File: src/sdp_defs.vh
`ifndef SDP_DEFS_VH
`define SDP_DEFS_VH

// Autobaud measurement limits, in system clock cycles per bit
`define SDP_BIT_MAX_CYC 512
`define SDP_BIT_MIN_CYC 4
`define SDP_CAL_BITS 8
`define SDP_BREAK_BITS 9
`define SDP_TX_BREAK_CHARS 4
`define SDP_CHAR_BITS 10
`define SDP_CAL_CHAR 8'h80
`define SDP_UNLOCK_KEY 32'hcd705aeb
`define SDP_UNLOCK_BYTES 4
`define SDP_BRK_OPCODE 8'h00
`define SDP_CTL_RESET 8'h00
`define SDP_CTL_DEBUG_MODE_FLAG_BIT 7
`define SDP_CTL_BRKEN_BIT 6
`define SDP_RUNCNT_MAX 16'hffff
// Command bytes the gating logic classifies
`define SDP_CMD_REV 8'h00
`define SDP_CMD_STAT 8'h02
`define SDP_CMD_RUNCNT 8'h03
`define SDP_CMD_WCTL 8'h04
`define SDP_CMD_RCTL 8'h05
`define SDP_CMD_LAST 8'h12
// Commands refused under read protect, one bit per command code
`define SDP_CMD_RP_MASK 32'h00070ec0

`endif

File: src/sdp_debug_port.v
// Behaviour
// - Character is one low start, eight data bits LSB first, one high stop.
// - After reset stay idle until host data arrives.
// - Measure eight low bits of 80h and program bit-rate generator.
// - Autobaud runs on system clock, down to clock divided by 512.
// - Bit rates up to clock/8 recommended, clock/4 absolute ceiling.
// - Nine or more low bit times is break; reset autobaud.
// - Low stop bit flags a framing error.
// - Host driving line during device transmit is a collision.
// - On any error abort command, send four-character break, reset autobaud.
// - Host break keeps control register and debug mode.
// - Debugger held in reset while break lasts, released when line high.
// - Shared pin without unlock during reset stays general-purpose only.
// - Breakpoint opcode enters debug mode if enabled, else no-operation.
// - 16-bit run counter counts from debug exit, stops on entry or FFFFh.
// - Outside debug mode only a subset of commands; read protect limits more.
// - Open-drain half-duplex line; never transmit and receive together.
// - Control bit 7 is the debug mode flag; clearing it leaves debug mode (under read protect a control write keeps bit 7 set).
`timescale 1ns/10ps
`include "sdp_defs.vh"

module sdp_debug_port #(
    parameter CW = 13,
    parameter SHARED_PIN = 1'b0
) (
    input wire mclk,
    input wire resetn,
    input wire debug_line_i,
    output wire debug_line_o,
    output wire debug_line_oe,
    input wire shared_reset_pin,
    input wire read_protect_option,
    input wire cpu_opcode_valid,
    input wire [7:0] cpu_opcode,
    input wire [7:0] tx_data,
    input wire tx_valid,
    output wire tx_ready,
    output reg [7:0] rx_data_r,
    output reg rx_valid_r,
    output reg cmd_allowed_r,
    output reg cmd_abort_r,
    output reg [7:0] debugger_control_reg_r,
    output wire debug_mode_flag,
    output wire cpu_idle,
    output wire brk_as_nop,
    output reg [15:0] run_cnt_r,
    output reg framing_err_r,
    output reg collision_r,
    output reg break_seen_r,
    output reg pin_unlocked_r
);

localparam BW = CW - 3;
localparam S_IDLE = 3'd0;
localparam S_RX = 3'd1;
localparam S_TX = 3'd2;
localparam S_BRKOUT = 3'd3;
localparam S_HOLD = 3'd4;

reg line_m_r;
reg line_s_r;
reg rst_m_r;
reg rst_s_r;
reg [2:0] st_r;
reg [BW-1:0] bcnt_r;
reg [3:0] bits_r;
reg [3:0] low_bits_r;
reg [5:0] brk_bits_r;
reg [9:0] sh_r;
reg drive_low_r;
reg ab_clear_r;
reg cmd_first_r;
reg [2:0] key_cnt_r;
reg unl_ok_r;
reg rst_prev_r;
reg dbg_prev_r;
wire cal_done;
wire [BW-1:0] bit_cyc;
wire dbg_ok = SHARED_PIN ? pin_unlocked_r : 1'b1;
// Receiver also listens while the reset pin is low, to catch the key
wire dbg_listen = dbg_ok | !rst_s_r;
wire line = dbg_listen ? line_s_r : 1'b1;
wire bit_end = (bcnt_r == bit_cyc - {{(BW-1){1'b0}}, 1'b1});
wire mid_bit = (bcnt_r == {1'b0, bit_cyc[BW-1:1]});
// Reset pin release forces a fresh calibration
wire rst_release = rst_s_r & !rst_prev_r;
wire ab_clear = ab_clear_r | rst_release;
wire [31:0] key_word = `SDP_UNLOCK_KEY >> {key_cnt_r, 3'b000};
wire [31:0] rp_mask = `SDP_CMD_RP_MASK;
wire rp_blocked = read_protect_option & rp_mask[rx_data_r[4:0]];

// Open-drain: only ever pulls low
assign debug_line_o = 1'b0;
assign debug_line_oe = drive_low_r & dbg_ok;
assign debug_mode_flag = debugger_control_reg_r[`SDP_CTL_DEBUG_MODE_FLAG_BIT];
assign cpu_idle = debug_mode_flag;
assign brk_as_nop = cpu_opcode_valid && cpu_opcode == `SDP_BRK_OPCODE
    && !debugger_control_reg_r[`SDP_CTL_BRKEN_BIT];
assign tx_ready = (st_r == S_IDLE) && cal_done && line;

sdp_baud_meas #(.CW(CW)) u_meas (
    .mclk(mclk),
    .resetn(resetn),
    .clear(ab_clear),
    .line_s(line),
    .cal_done_r(cal_done),
    .bit_cyc_r(bit_cyc)
);

always @(posedge mclk) begin
    line_m_r <= debug_line_i;
    line_s_r <= line_m_r;
    rst_m_r <= shared_reset_pin;
    rst_s_r <= rst_m_r;
end

// Unlock key caught while the reset pin is low
always @(posedge mclk) begin
    if (!resetn) begin
        key_cnt_r <= 3'd0;
        unl_ok_r <= 1'b0;
        pin_unlocked_r <= 1'b0;
        rst_prev_r <= 1'b1;
    end else begin
        rst_prev_r <= rst_s_r;
        if (!rst_s_r) begin
            if (rx_valid_r && !unl_ok_r) begin
                if (rx_data_r == key_word[7:0]) begin
                    key_cnt_r <= key_cnt_r + 3'd1;
                    if (key_cnt_r == `SDP_UNLOCK_BYTES - 1)
                        unl_ok_r <= 1'b1;
                end else begin
                    key_cnt_r <= 3'd0;
                end
            end
        end else if (!rst_prev_r) begin
            pin_unlocked_r <= pin_unlocked_r | unl_ok_r;
            key_cnt_r <= 3'd0;
            unl_ok_r <= 1'b0;
        end
    end
end

// Serial engine
always @(posedge mclk) begin
    if (!resetn) begin
        st_r <= S_IDLE;
        bcnt_r <= {BW{1'b0}};
        bits_r <= 4'd0;
        low_bits_r <= 4'd0;
        brk_bits_r <= 6'd0;
        sh_r <= 10'h3ff;
        drive_low_r <= 1'b0;
        ab_clear_r <= 1'b0;
        rx_data_r <= 8'h00;
        rx_valid_r <= 1'b0;
        framing_err_r <= 1'b0;
        collision_r <= 1'b0;
        break_seen_r <= 1'b0;
        cmd_abort_r <= 1'b0;
    end else begin
        rx_valid_r <= 1'b0;
        ab_clear_r <= 1'b0;
        framing_err_r <= 1'b0;
        collision_r <= 1'b0;
        break_seen_r <= 1'b0;
        cmd_abort_r <= 1'b0;
        bcnt_r <= bit_end ? {BW{1'b0}} : bcnt_r + {{(BW-1){1'b0}}, 1'b1};
        case (st_r)
            S_IDLE: begin
                bcnt_r <= {BW{1'b0}};
                low_bits_r <= 4'd0;
                if (cal_done && !line) begin
                    st_r <= S_RX;
                    bits_r <= 4'd0;
                end else if (tx_valid && tx_ready) begin
                    sh_r <= {1'b1, tx_data, 1'b0};
                    bits_r <= 4'd0;
                    drive_low_r <= 1'b1;
                    st_r <= S_TX;
                end
            end
            S_RX: begin
                if (mid_bit) begin
                    sh_r <= {line, sh_r[9:1]};
                    bits_r <= bits_r + 4'd1;
                    low_bits_r <= line ? 4'd0 : low_bits_r + 4'd1;
                    // Nine full low bit times: sample after the ninth still low
                    if (!line && low_bits_r == `SDP_BREAK_BITS) begin
                        break_seen_r <= 1'b1;
                        cmd_abort_r <= 1'b1;
                        ab_clear_r <= 1'b1;
                        st_r <= S_HOLD;
                    end else if (bits_r == `SDP_CHAR_BITS - 1) begin
                        if (!line) begin
                            // Hold the count: the next cycle aborts and sends the break
                            framing_err_r <= 1'b1;
                            bits_r <= bits_r;
                        end else begin
                            rx_data_r <= sh_r[9:2];
                            rx_valid_r <= 1'b1;
                            st_r <= S_IDLE;
                        end
                    end
                end
                if (framing_err_r) begin
                    cmd_abort_r <= 1'b1;
                    bcnt_r <= {BW{1'b0}};
                    drive_low_r <= 1'b1;
                    brk_bits_r <= 6'd0;
                    st_r <= S_BRKOUT;
                end
            end
            S_TX: begin
                if (mid_bit && sh_r[0] && !line) begin
                    collision_r <= 1'b1;
                    bcnt_r <= {BW{1'b0}};
                    cmd_abort_r <= 1'b1;
                    brk_bits_r <= 6'd0;
                    drive_low_r <= 1'b1;
                    st_r <= S_BRKOUT;
                end else if (bit_end) begin
                    sh_r <= {1'b1, sh_r[9:1]};
                    drive_low_r <= !sh_r[1];
                    bits_r <= bits_r + 4'd1;
                    if (bits_r == `SDP_CHAR_BITS - 1) begin
                        drive_low_r <= 1'b0;
                        st_r <= S_IDLE;
                    end
                end
            end
            S_BRKOUT: begin
                drive_low_r <= 1'b1;
                if (bit_end) begin
                    brk_bits_r <= brk_bits_r + 6'd1;
                    if (brk_bits_r == `SDP_TX_BREAK_CHARS * `SDP_CHAR_BITS - 1) begin
                        drive_low_r <= 1'b0;
                        ab_clear_r <= 1'b1;
                        st_r <= S_HOLD;
                    end
                end
            end
            S_HOLD: begin
                // Held until line returns high
                drive_low_r <= 1'b0;
                ab_clear_r <= 1'b1;
                if (line)
                    st_r <= S_IDLE;
            end
            default: st_r <= S_IDLE;
        endcase
    end
end

// Control register, command gating, breakpoints, run counter
always @(posedge mclk) begin
    if (!resetn) begin
        debugger_control_reg_r <= `SDP_CTL_RESET;
        cmd_first_r <= 1'b1;
        cmd_allowed_r <= 1'b0;
        run_cnt_r <= 16'h0000;
        dbg_prev_r <= 1'b0;
    end else begin
        dbg_prev_r <= debug_mode_flag;
        if (cmd_abort_r || st_r == S_HOLD) begin
            cmd_first_r <= 1'b1;
            cmd_allowed_r <= 1'b0;
        end else if (rx_valid_r && rst_s_r) begin
            if (cmd_first_r) begin
                cmd_allowed_r <= debug_mode_flag ? (rx_data_r <= `SDP_CMD_LAST && !rp_blocked)
                    : (rx_data_r == `SDP_CMD_REV || rx_data_r == `SDP_CMD_STAT
                    || rx_data_r == `SDP_CMD_WCTL || rx_data_r == `SDP_CMD_RCTL);
                cmd_first_r <= (rx_data_r != `SDP_CMD_WCTL);
            end else begin
                if (read_protect_option)
                    debugger_control_reg_r <= rx_data_r | (debugger_control_reg_r
                        & (8'h01 << `SDP_CTL_DEBUG_MODE_FLAG_BIT));
                else
                    debugger_control_reg_r <= rx_data_r;
                cmd_first_r <= 1'b1;
            end
        end
        if (cpu_opcode_valid && cpu_opcode == `SDP_BRK_OPCODE
            && debugger_control_reg_r[`SDP_CTL_BRKEN_BIT])
            debugger_control_reg_r[`SDP_CTL_DEBUG_MODE_FLAG_BIT] <= 1'b1;
        if (debug_mode_flag)
            run_cnt_r <= run_cnt_r;
        else if (dbg_prev_r)
            run_cnt_r <= 16'h0000;
        else if (run_cnt_r != `SDP_RUNCNT_MAX)
            run_cnt_r <= run_cnt_r + 16'h0001;
    end
end

endmodule // sdp_debug_port

File: src/sdp_baud_meas.v
`timescale 1ns/10ps
`include "sdp_defs.vh"

// Measures the eight-bit low run of the calibration character
module sdp_baud_meas #(
    parameter CW = 13
) (
    input wire mclk,
    input wire resetn,
    input wire clear,
    input wire line_s,
    output reg cal_done_r,
    output reg [CW-4:0] bit_cyc_r
);

reg [CW-1:0] cnt_r;
reg meas_r;
reg prev_r;

always @(posedge mclk) begin
    if (!resetn || clear) begin
        cal_done_r <= 1'b0;
        bit_cyc_r <= {(CW-3){1'b0}};
        cnt_r <= {CW{1'b0}};
        meas_r <= 1'b0;
        prev_r <= 1'b1;
    end else begin
        prev_r <= line_s;
        if (!cal_done_r) begin
            if (prev_r && !line_s) begin
                meas_r <= 1'b1;
                cnt_r <= {{(CW-1){1'b0}}, 1'b1};
            end else if (meas_r && !line_s) begin
                if (cnt_r != {CW{1'b1}})
                    cnt_r <= cnt_r + {{(CW-1){1'b0}}, 1'b1};
            end else if (meas_r && line_s) begin
                meas_r <= 1'b0;
                // Eight low bits: divide by eight for one bit period
                if (cnt_r[CW-1:3] >= `SDP_BIT_MIN_CYC && cnt_r[CW-1:3] <= `SDP_BIT_MAX_CYC) begin
                    bit_cyc_r <= cnt_r[CW-1:3];
                    cal_done_r <= 1'b1;
                end
            end
        end
    end
end

endmodule // sdp_baud_meas

File: config.mk
export PLATFORM = sky130hd
export DESIGN_NAME = sdp_debug_port
export DESIGN_NICKNAME = d
export VERILOG_FILES = /design/src/sdp_debug_port.v /design/src/sdp_baud_meas.v
export VERILOG_INCLUDE_DIRS = /design/src /design/src/src
export SDC_FILE = /design/constraint.sdc
export NUM_CORES = 1
export LEC_CHECK = 0
export CAP_MARGIN = 15
export CORE_MARGIN = 8
export CORE_UTILIZATION = 50
export DETAILED_ROUTE_END_ITERATION = 8
export DONT_BUFFER_PORTS = 1
export GPL_TIMING_DRIVEN = 0
export PLACE_DENSITY = 0.69
export SYNTH_ARGS = -nofsm -noshare
export SYNTH_HDL_FRONTEND = slang
export SYNTH_HIERARCHICAL = 1
export SYNTH_SLANG_ARGS = --single-unit
File: constraint.sdc
create_clock -name mclk -period 6.06 [get_ports mclk]
set_clock_uncertainty 0.1 [all_clocks]
set_input_delay 0.303 -clock mclk [delete_from_list [all_inputs] [get_ports mclk]]
set_output_delay 0.303 -clock mclk [all_outputs]
set_load 0.03 [all_outputs]
==> results of run 1 <==
-- layer usage --
layer	global-route usage, %	up-vias	routed length (um)
met5	0	-	0
met2	34.72	173	7863
li1	-	2764	-
met3	6.032	34	1110
met1	21.93	2678	6843
met4	9.720	0	386
-- cell usage after synthesis, types with 5 or more instances --
cell and count:
or3_1 8, nor2_1 91, nand2_1 58, xnor2_1 15, ha_1 14, and3_1 12
a21oi_1 35, nand2b_1 13, clkbuf_1 32, dfxtp_1 116, o211ai_1 5, nand3_1 24
buf_4 5, o31ai_1 5, nor2b_1 14, inv_1 16, o21ai_0 21, and4_1 6
or2_2 7, a211oi_1 5, or4_1 5, nor3_1 22, nand4_1 20, xor2_1 29
a31oi_1 18, nor4_1 15, mux2i_1 30, o21ai_1 10
-- worst min path at each step --
stage	startpoint	to	cells after the start
global placement	rst_m_r	rst_s_r	0
global route	tx_data[4]	sh_r[5]	2
detailed placement	rst_m_r	rst_s_r	0
floorplan	line_m_r	line	0
finish	tx_data[4]	sh_r[5]	2
CTS	tx_data[3]	sh_r[4]	2
-- sequential cells by signal, indices dropped and copies added, names as in the netlist, 3 cells and up, named ones only --
| signal | count |
|---|---|
| rx_data_r | 8 |
| st_r | 3 |
| bcnt_r | 10 |
| key_cnt_r | 3 |
| bits_r | 4 |
| run_cnt_r | 16 |
| u_meas/cnt_r | 13 |
| low_bits_r | 4 |
| brk_bits_r | 6 |
| u_meas/bit_cyc_r | 10 |
| debugger_control_reg_r | 8 |
| sh_r | 10 |
-- worst max-delay path, cell delays in order, from the launching register on --
cell and delay (ps):
dfxtp_1 300, clkbuf_1 330, xor2_1 160, or4_1 580, nor4_1 360, buf_2 340
mux2_2 400, and2_1 180, o41ai_1 350, nor2b_1 160
-- final cells by class --
cell class / instances / area share, %
Clock buffer: 19 / 6.403
Timing Repair Buffer: 3 / 0.4245
Sequential cell: 116 / 32.83
Tap cell: 172 / 3.042
Inverter: 17 / 0.9020
Multi-Input combinational cell: 569 / 51.64
Buffer: 43 / 2.989
Clock inverter: 13 / 1.769
-- logic make-up (layout without fill, tap and decap cells) --
logic type	Yosys count	count (layout)	synth area share [%]
buf+inv	60	95	4.403
simple gates	325	325	27.50
mux	32	32	5.164
other cells	1	1	0.05999
xor+xnor	44	44	6.165
compound gates	153	153	16.75
flops	116	116	37.15
fa+ha+maj	14	14	2.802
-- stage by stage --
step	cells	setup slack [ps]	total power, W	utilization [%]	area (um^2)
2_1_floorplan	745	3218	0.0009161	-	6251
3_3_place_gp	917	2793	0.0009488	52.09	6466
3_5_place_dp	917	2756	0.0009516	52.09	6466
4_1_cts	952	2733	0.001917	56.98	7074
5_1_grt	952	2414	0.001975	56.98	7074
6_report	952	2722	0.001897	56.98	7074
-- power by group through the flow --
stage	Combinational (W)	Clock, W	Sequential, W
2_1_floorplan	0.000108	0	0.000808
3_3_place_gp	0.000137	0	0.000812
3_5_place_dp	0.000139	0	0.000812
4_1_cts	0.000142	0.000980	0.000796
5_1_grt	0.000157	0.00102	0.000797
6_report	0.000144	0.000957	0.000796
-- repair_timing --
action,CTS,global route
endpoints found under the hold margin,3,0
gates resized for setup,0,0
hold buffers,3,0
-- cell usage in the layout, fill, tap and decap left out, drive strengths merged, types with 4 or more instances in the layout --
| cell | synthesis | layout |
|---|---|---|
| nor4 | 18 | 18 |
| o41ai | 5 | 5 |
| o31ai | 5 | 5 |
| o211ai | 5 | 5 |
| or2 | 7 | 7 |
| o21ai | 31 | 31 |
| a21o | 4 | 4 |
| and4 | 6 | 6 |
| clkbuf | 32 | 51 |
| o21a | 5 | 5 |
| a21oi | 36 | 36 |
| mux2i | 30 | 30 |
| or3 | 8 | 8 |
| dfxtp | 116 | 116 |
| o2111ai | 4 | 4 |
| ha | 14 | 14 |
| inv | 16 | 19 |
| nor2b | 14 | 14 |
| and3b | 4 | 4 |
| buf | 11 | 11 |
| nand2b | 14 | 14 |
| nand2 | 58 | 58 |
| a31oi | 18 | 18 |
| clkinvlp | 0 | 5 |
| nand4 | 22 | 22 |
| nand4b | 4 | 4 |
| nand3 | 24 | 24 |
| and3 | 12 | 12 |
| xnor2 | 15 | 15 |
| nor2 | 92 | 92 |
| xor2 | 29 | 29 |
| a211oi | 6 | 6 |
| and2 | 4 | 4 |
| clkinv | 1 | 5 |
| nor3 | 24 | 24 |
| or4 | 6 | 6 |
==> metrics.md, run 1 <==
| Metric | Value |
|---|---|
| Status | `finished clean` |
| Syn_nets | `782` |
| Yosys top cell by area | `dfxtp_1` |
| Gate power share | `7.6%` |
| N_diodes | `0` |
| Largest net degree at the start of global routing | `17` |
| EDFF count, synth | `0` |
| Syn. warnings | `6` |
| Worst Setup SP | `bcnt_r[2]` |
| Max cap viols | `0` |
| Postcts setup bufs | `0` |
| Synth area leaders | `dfxtp_1 (37%), nor2_1 (5.5%), mux2i_1 (4.8%)` |
| Chip Height | `127.8 um` |
| Clock H-tree levels | `4` |
| Routability cong. | `0.9010` |
| Footprint of the multi-input gates | `3654 um^2` |
| Fillcell total | `1143` |
| R2R Setup Slk | `2720 ps` |
| CP Launch Type | `register` |
| Sequential share of power | `42.0%` |
| Reg clk slew, reported paths | `60 ps` |
| Final hold vios | `0` |
| Detailed placement HPWL | `11.78 mm` |
| Initial Util | `50.35%` |
| Drt total wl | `16.20 mm` |
| Initial DRT Pass Iterations | `5` |
| Total grt overflow | `0` |
| Clock power frac | `50.5%` |
| I/O pin count | `68` |
| Die X | `127.8 um` |
| Power Density | `268.1 nW/um^2` |
| Switching part of the total | `25.43%` |
| Final slew viol count | `0` |
| Ys flop type | `dfxtp_1` |
| Vias in the first global route | `5538` |
| Yosys top cell area share | `37.15%` |
| Sequential cell area fraction in the yosys report | `37.15%` |
| Static Leak | `2.604 nW` |
| Fin nets | `804` |
| Worst R2R Start | `bcnt_r[2]` |
| Setup CP Type | `register to register` |
| Port bufs | `0` |
| Final Setup Violations | `0` |
| First-pass GRT wire length | `26.54 mm` |
| Setup_tns | `0 ps` |
| Min-Delay Path Class | `input pin to register` |
| Syn_area_per_cell | `8.391 um^2` |
| Total CTS buffers | `17` |
| DR vias | `5649` |
| Worst hold margin | `16.44 ps` |
| Root buf cell | `clkbuf_16` |
| Die area | `16340 um^2` |
| # DRC | `0` |
| Mapped cell area | `6251 um^2` |
| RSZ-0062 raised after global routing | `no` |
| CP max FO | `10` |
| Yosys reg bits | `116` |
| Slew headroom | `27.44%` |
| Iter 0 DRT Violations | `347` |
| Achievable frequency | `299.6 MHz` |
| TritonCTS clock tree | `built` |
| Crit path required time | `6320 ps` |
| Layout area overhead | `13.17%` |
| Post-synth ARST share | `0%` |
| Part of the cycle the worst path needs | `55.09%` |
| P_int | `0.001414 W` |
| Initial antenna violation count | `0` |
| Worst r2r path cells | `9` |
| Core footprint | `12410 um^2` |
| Netlist cell types | `79` |
| Skew-Pair Late Insertion Delay | `420 ps` |
| Switch Pwr | `0.0004822 W` |
| All-Layer GR Usage | `20.06%` |
| Routed wire per std cell | `17.02 um` |
| Share of cells above drive strength 1 | `8.974%` |
| Vias per cell | `5.934` |
| Clk sinks | `116` |
| Final ANT Viol Nets | `0` |
| VDD IR max | `0.0001356 V` |
| Std-Cell Rows | `41` |
| Slew @ Worst Pin | `1082 ps` |
| FF/Latch Area | `2322 um^2` |
| Crit path time final | `3338 ps` |
| Crit path capture type | `register` |
| Crit path DAT | `3600 ps` |
| Max clock buf depth | `2` |
| Syn Inst Count | `745` |
(Power assumes the default switching activity.)
==> run 2: changes to the inputs <==
--- a/config.mk
+++ b/config.mk
@@ -6,6 +6,7 @@
 export SDC_FILE = /design/constraint.sdc
 export NUM_CORES = 1
 export LEC_CHECK = 0
+export ABC_AREA = 1
 export CAP_MARGIN = 15
 export CORE_MARGIN = 8
 export CORE_UTILIZATION = 50
==> constraint.sdc (replaced) <==
create_clock -name mclk -period 3.1 [get_ports mclk]
set_clock_uncertainty 0.1 [all_clocks]
set_input_delay 0.155 -clock mclk [delete_from_list [all_inputs] [get_ports mclk]]
set_output_delay 0.155 -clock mclk [all_outputs]
set_load 0.03 [all_outputs]
==> run 2 against run 1 <==
Sequential cell count is the same; wire length fell by 2.6%; critical path depth increased by 1; largest power group unchanged.
==> metrics.md, run 2 <==
| Metric | Value |
|---|---|
| Status | `finished clean` |
| Setup CP Type | `register to register` |
| CP Launch Type | `register` |
| Switching part of the total | `30.58%` |
| Sequential share of power | `35.8%` |
| Crit path DAT | `3020 ps` |
| Synth Area in Simple Gates | `37.94%` |
| Routed wire per std cell | `13.07 um` |
| Gate power share | `18.9%` |
| Syn Inst Count | `989` |
| RSZ-0062 raised after global routing | `no` |
| TritonCTS clock tree | `built` |
| Achievable frequency | `362.9 MHz` |
| Fin nets | `1060` |
| Initial Util | `51.58%` |
| Static Leak | `3.346 nW` |
| Crit path capture type | `register` |
| Reg clk slew, reported paths | `60 ps` |
| Final Setup Violations | `0` |
| CP max FO | `10` |
| Max clock buf depth | `2` |
| Final slew viol count | `0` |
| Top cells by count, synth | `nand2_1 (242), nor2_1 (148), inv_1 (119)` |
| Slew @ Worst Pin | `721.4 ps` |
| Total grt overflow | `0` |
| Tot Pwr | `0.004652 W` |
| Root buf cell | `clkbuf_16` |
| Xor/xnor share of the synthesized area | `4.288%` |
| Finished Cell Area | `7546 um^2` |
| Yosys top cell area share | `35.53%` |
| N_diodes | `0` |
| Final ANT Viol Nets | `0` |
| Commonest cells after routing, fill and taps aside | `nand2_1 (242), nor2_1 (148), inv_1 (119)` |
| Crit path required time | `3360 ps` |
| All-Layer GR Usage | `19.65%` |
| Largest net degree at the start of global routing | `17` |
| Vias in the first global route | `5674` |
| Area after DPL | `6751 um^2` |
| Drt total wl | `15.79 mm` |
| Total CTS buffers | `17` |
| Crit path time final | `2755 ps` |
| Die X | `130.3 um` |
| Mux contribution to synthesized area | `0%` |
| Port bufs | `0` |
| Yosys top cell by area | `dfxtp_1` |
| Post-synthesis compound-gate area fraction | `9.399%` |
| Reg with most FFs | `run_cnt_r` |
| # DRC | `0` |
| Ys flop type | `dfxtp_1` |
| Sequential cell area fraction in the yosys report | `35.53%` |
| Post-synth ARST share | `0%` |
| Commonest non-fill, non-tap cell in the layout | `nand2_1` |
| Core footprint | `12670 um^2` |
| Power Density | `616.5 nW/um^2` |
| EDFF count, synth | `0` |
| Vias per cell | `5.055` |
| Skew-Pair Late Insertion Delay | `420 ps` |
| Routability cong. | `0.8845` |
| Layout area overhead | `15.45%` |
| Top-count cell post-synth | `nand2_1` |
| Post-Synth Adder-Cell Area | `2.680%` |
| Final hold vios | `0` |
| Initial DRT Pass Iterations | `6` |
| Fillcell total | `1189` |
| Switch Pwr | `0.001422 W` |
| Std-Cell Rows | `41` |
| Setup_tns | `0 ps` |
| Mapped cell area | `6536 um^2` |
| P_int | `0.003230 W` |
| Min-Delay Path Class | `input pin to register` |
| Clock H-tree levels | `4` |
| Main combinational cell family by area after synthesis | `simple AND/OR/NAND/NOR gates` |
| Netlist cell types | `47` |
| Iter 0 DRT Violations | `400` |
| Yosys reg bits | `116` |
| Clock power frac | `45.3%` |
| DR vias | `6106` |
| VDD IR max | `0.0004356 V` |
| First-pass GRT wire length | `26.76 mm` |
| Chip Height | `130.3 um` |
| Biggest regs | `run_cnt_r: 16 flops, u_meas/cnt_r: 13 flops` |
| Slew headroom | `51.54%` |
| Syn. warnings | `6` |
| Syn_area_per_cell | `6.609 um^2` |
| I/O pin count | `68` |
| Part of the cycle the worst path needs | `88.88%` |
| Clk sinks | `116` |
| Footprint of the multi-input gates | `3558 um^2` |
| FF/Latch Area | `2322 um^2` |
| Die area | `16990 um^2` |
| Initial antenna violation count | `0` |
| Share of cells above drive strength 1 | `9.749%` |
| Number of flip-flops in the largest register | `16` |
| Synth area leaders | `dfxtp_1 (36%), nand2_1 (14%), nor2_1 (8.5%)` |
| Syn_nets | `1026` |
| Max cap viols | `0` |
| Detailed placement HPWL | `11.51 mm` |
-- run 2: routing by layer --
metal	up-vias	wire [um]	GRT usage, %
met1	2728	7365	24.75
met5	-	0	0
met4	0	280	8.575
met3	24	839	4.896
met2	135	7304	31.26
li1	3219	-	-
-- run 2: timing repair --
item / in CTS / in global routing
endpoints found under the hold margin: 31 / 0
buffers inserted: 0 / 0
gates resized for setup: 0 / 1
setup endpoints to repair: 0 / 4
hold buffers: 15 / 0
-- run 2: area by class of cell --
cell class                 instances  share of cell area (%)
inverter                         133                   6.616
multi-input combinational        714                   47.16
sequential                       116                   30.77
buffer                            26                   2.139
tap                              172                   2.852
clock inverter                    14                   2.653
clock buffer                      18                   5.820
timing repair buffer              15                   1.990
-- run 2: power by group through the flow --
stage | registers, W | logic (W) | clock network (W)
after floorplan | 0.00167 | 0.000681 | 0
after global placement | 0.00169 | 0.000842 | 0
after detailed placement | 0.00169 | 0.000849 | 0
after CTS | 0.00166 | 0.000874 | 0.00214
after global routing | 0.00168 | 0.00100 | 0.00221
final | 0.00166 | 0.000881 | 0.00211
-- run 2: worst max-delay path, cell delays in order, from the launching register on --
cell,delay (ps)
dfxtp_1,430
nor2_1,80
inv_1,90
nor2_1,90
nor2_1,130
inv_1,90
nor3_1,560
buf_2,320
nand2_1,70
a31oi_1,170
dlygate4sd3_1,550
-- run 2: worst paths after layout --
| kind | start | endpoint | slack (ps) | cells past startpoint |
|---|---|---|---|---|
| min reg2reg | line_m_r | line | 230 | 0 |
| max reg2reg | st_r[1] | debugger_control_reg_r[7] | 340 | 10 |
| min | tx_valid | sh_r[0] | 120 | 5 |
| max | st_r[1] | debugger_control_reg_r[7] | 340 | 10 |
-- run 2: cell families (layout without fill, tap and decap cells) --
logic type / count (synthesis) / after routing
simple gates: 554 / 554
buf+inv: 159 / 206
flops: 116 / 116
compound gates: 113 / 113
xor+xnor: 32 / 32
fa+ha+maj: 14 / 14
other cells: 1 / 1
-- run 2: through the flow --
| step | instances | hold slack (ps) | util [%] | worst slack, ps |
|---|---|---|---|---|
| after detailed placement | 1161 | 82.79 | 53.28 | 153.9 |
| after global routing | 1208 | 161.1 | 59.55 | 113.3 |
| after CTS | 1208 | 103.6 | 59.51 | 134.1 |
| after global placement | 1161 | 82.78 | 53.28 | 193.7 |
| after floorplan | 989 | 82.72 | - | 732.4 |
| final | 1208 | 119.8 | 59.55 | 344.8 |
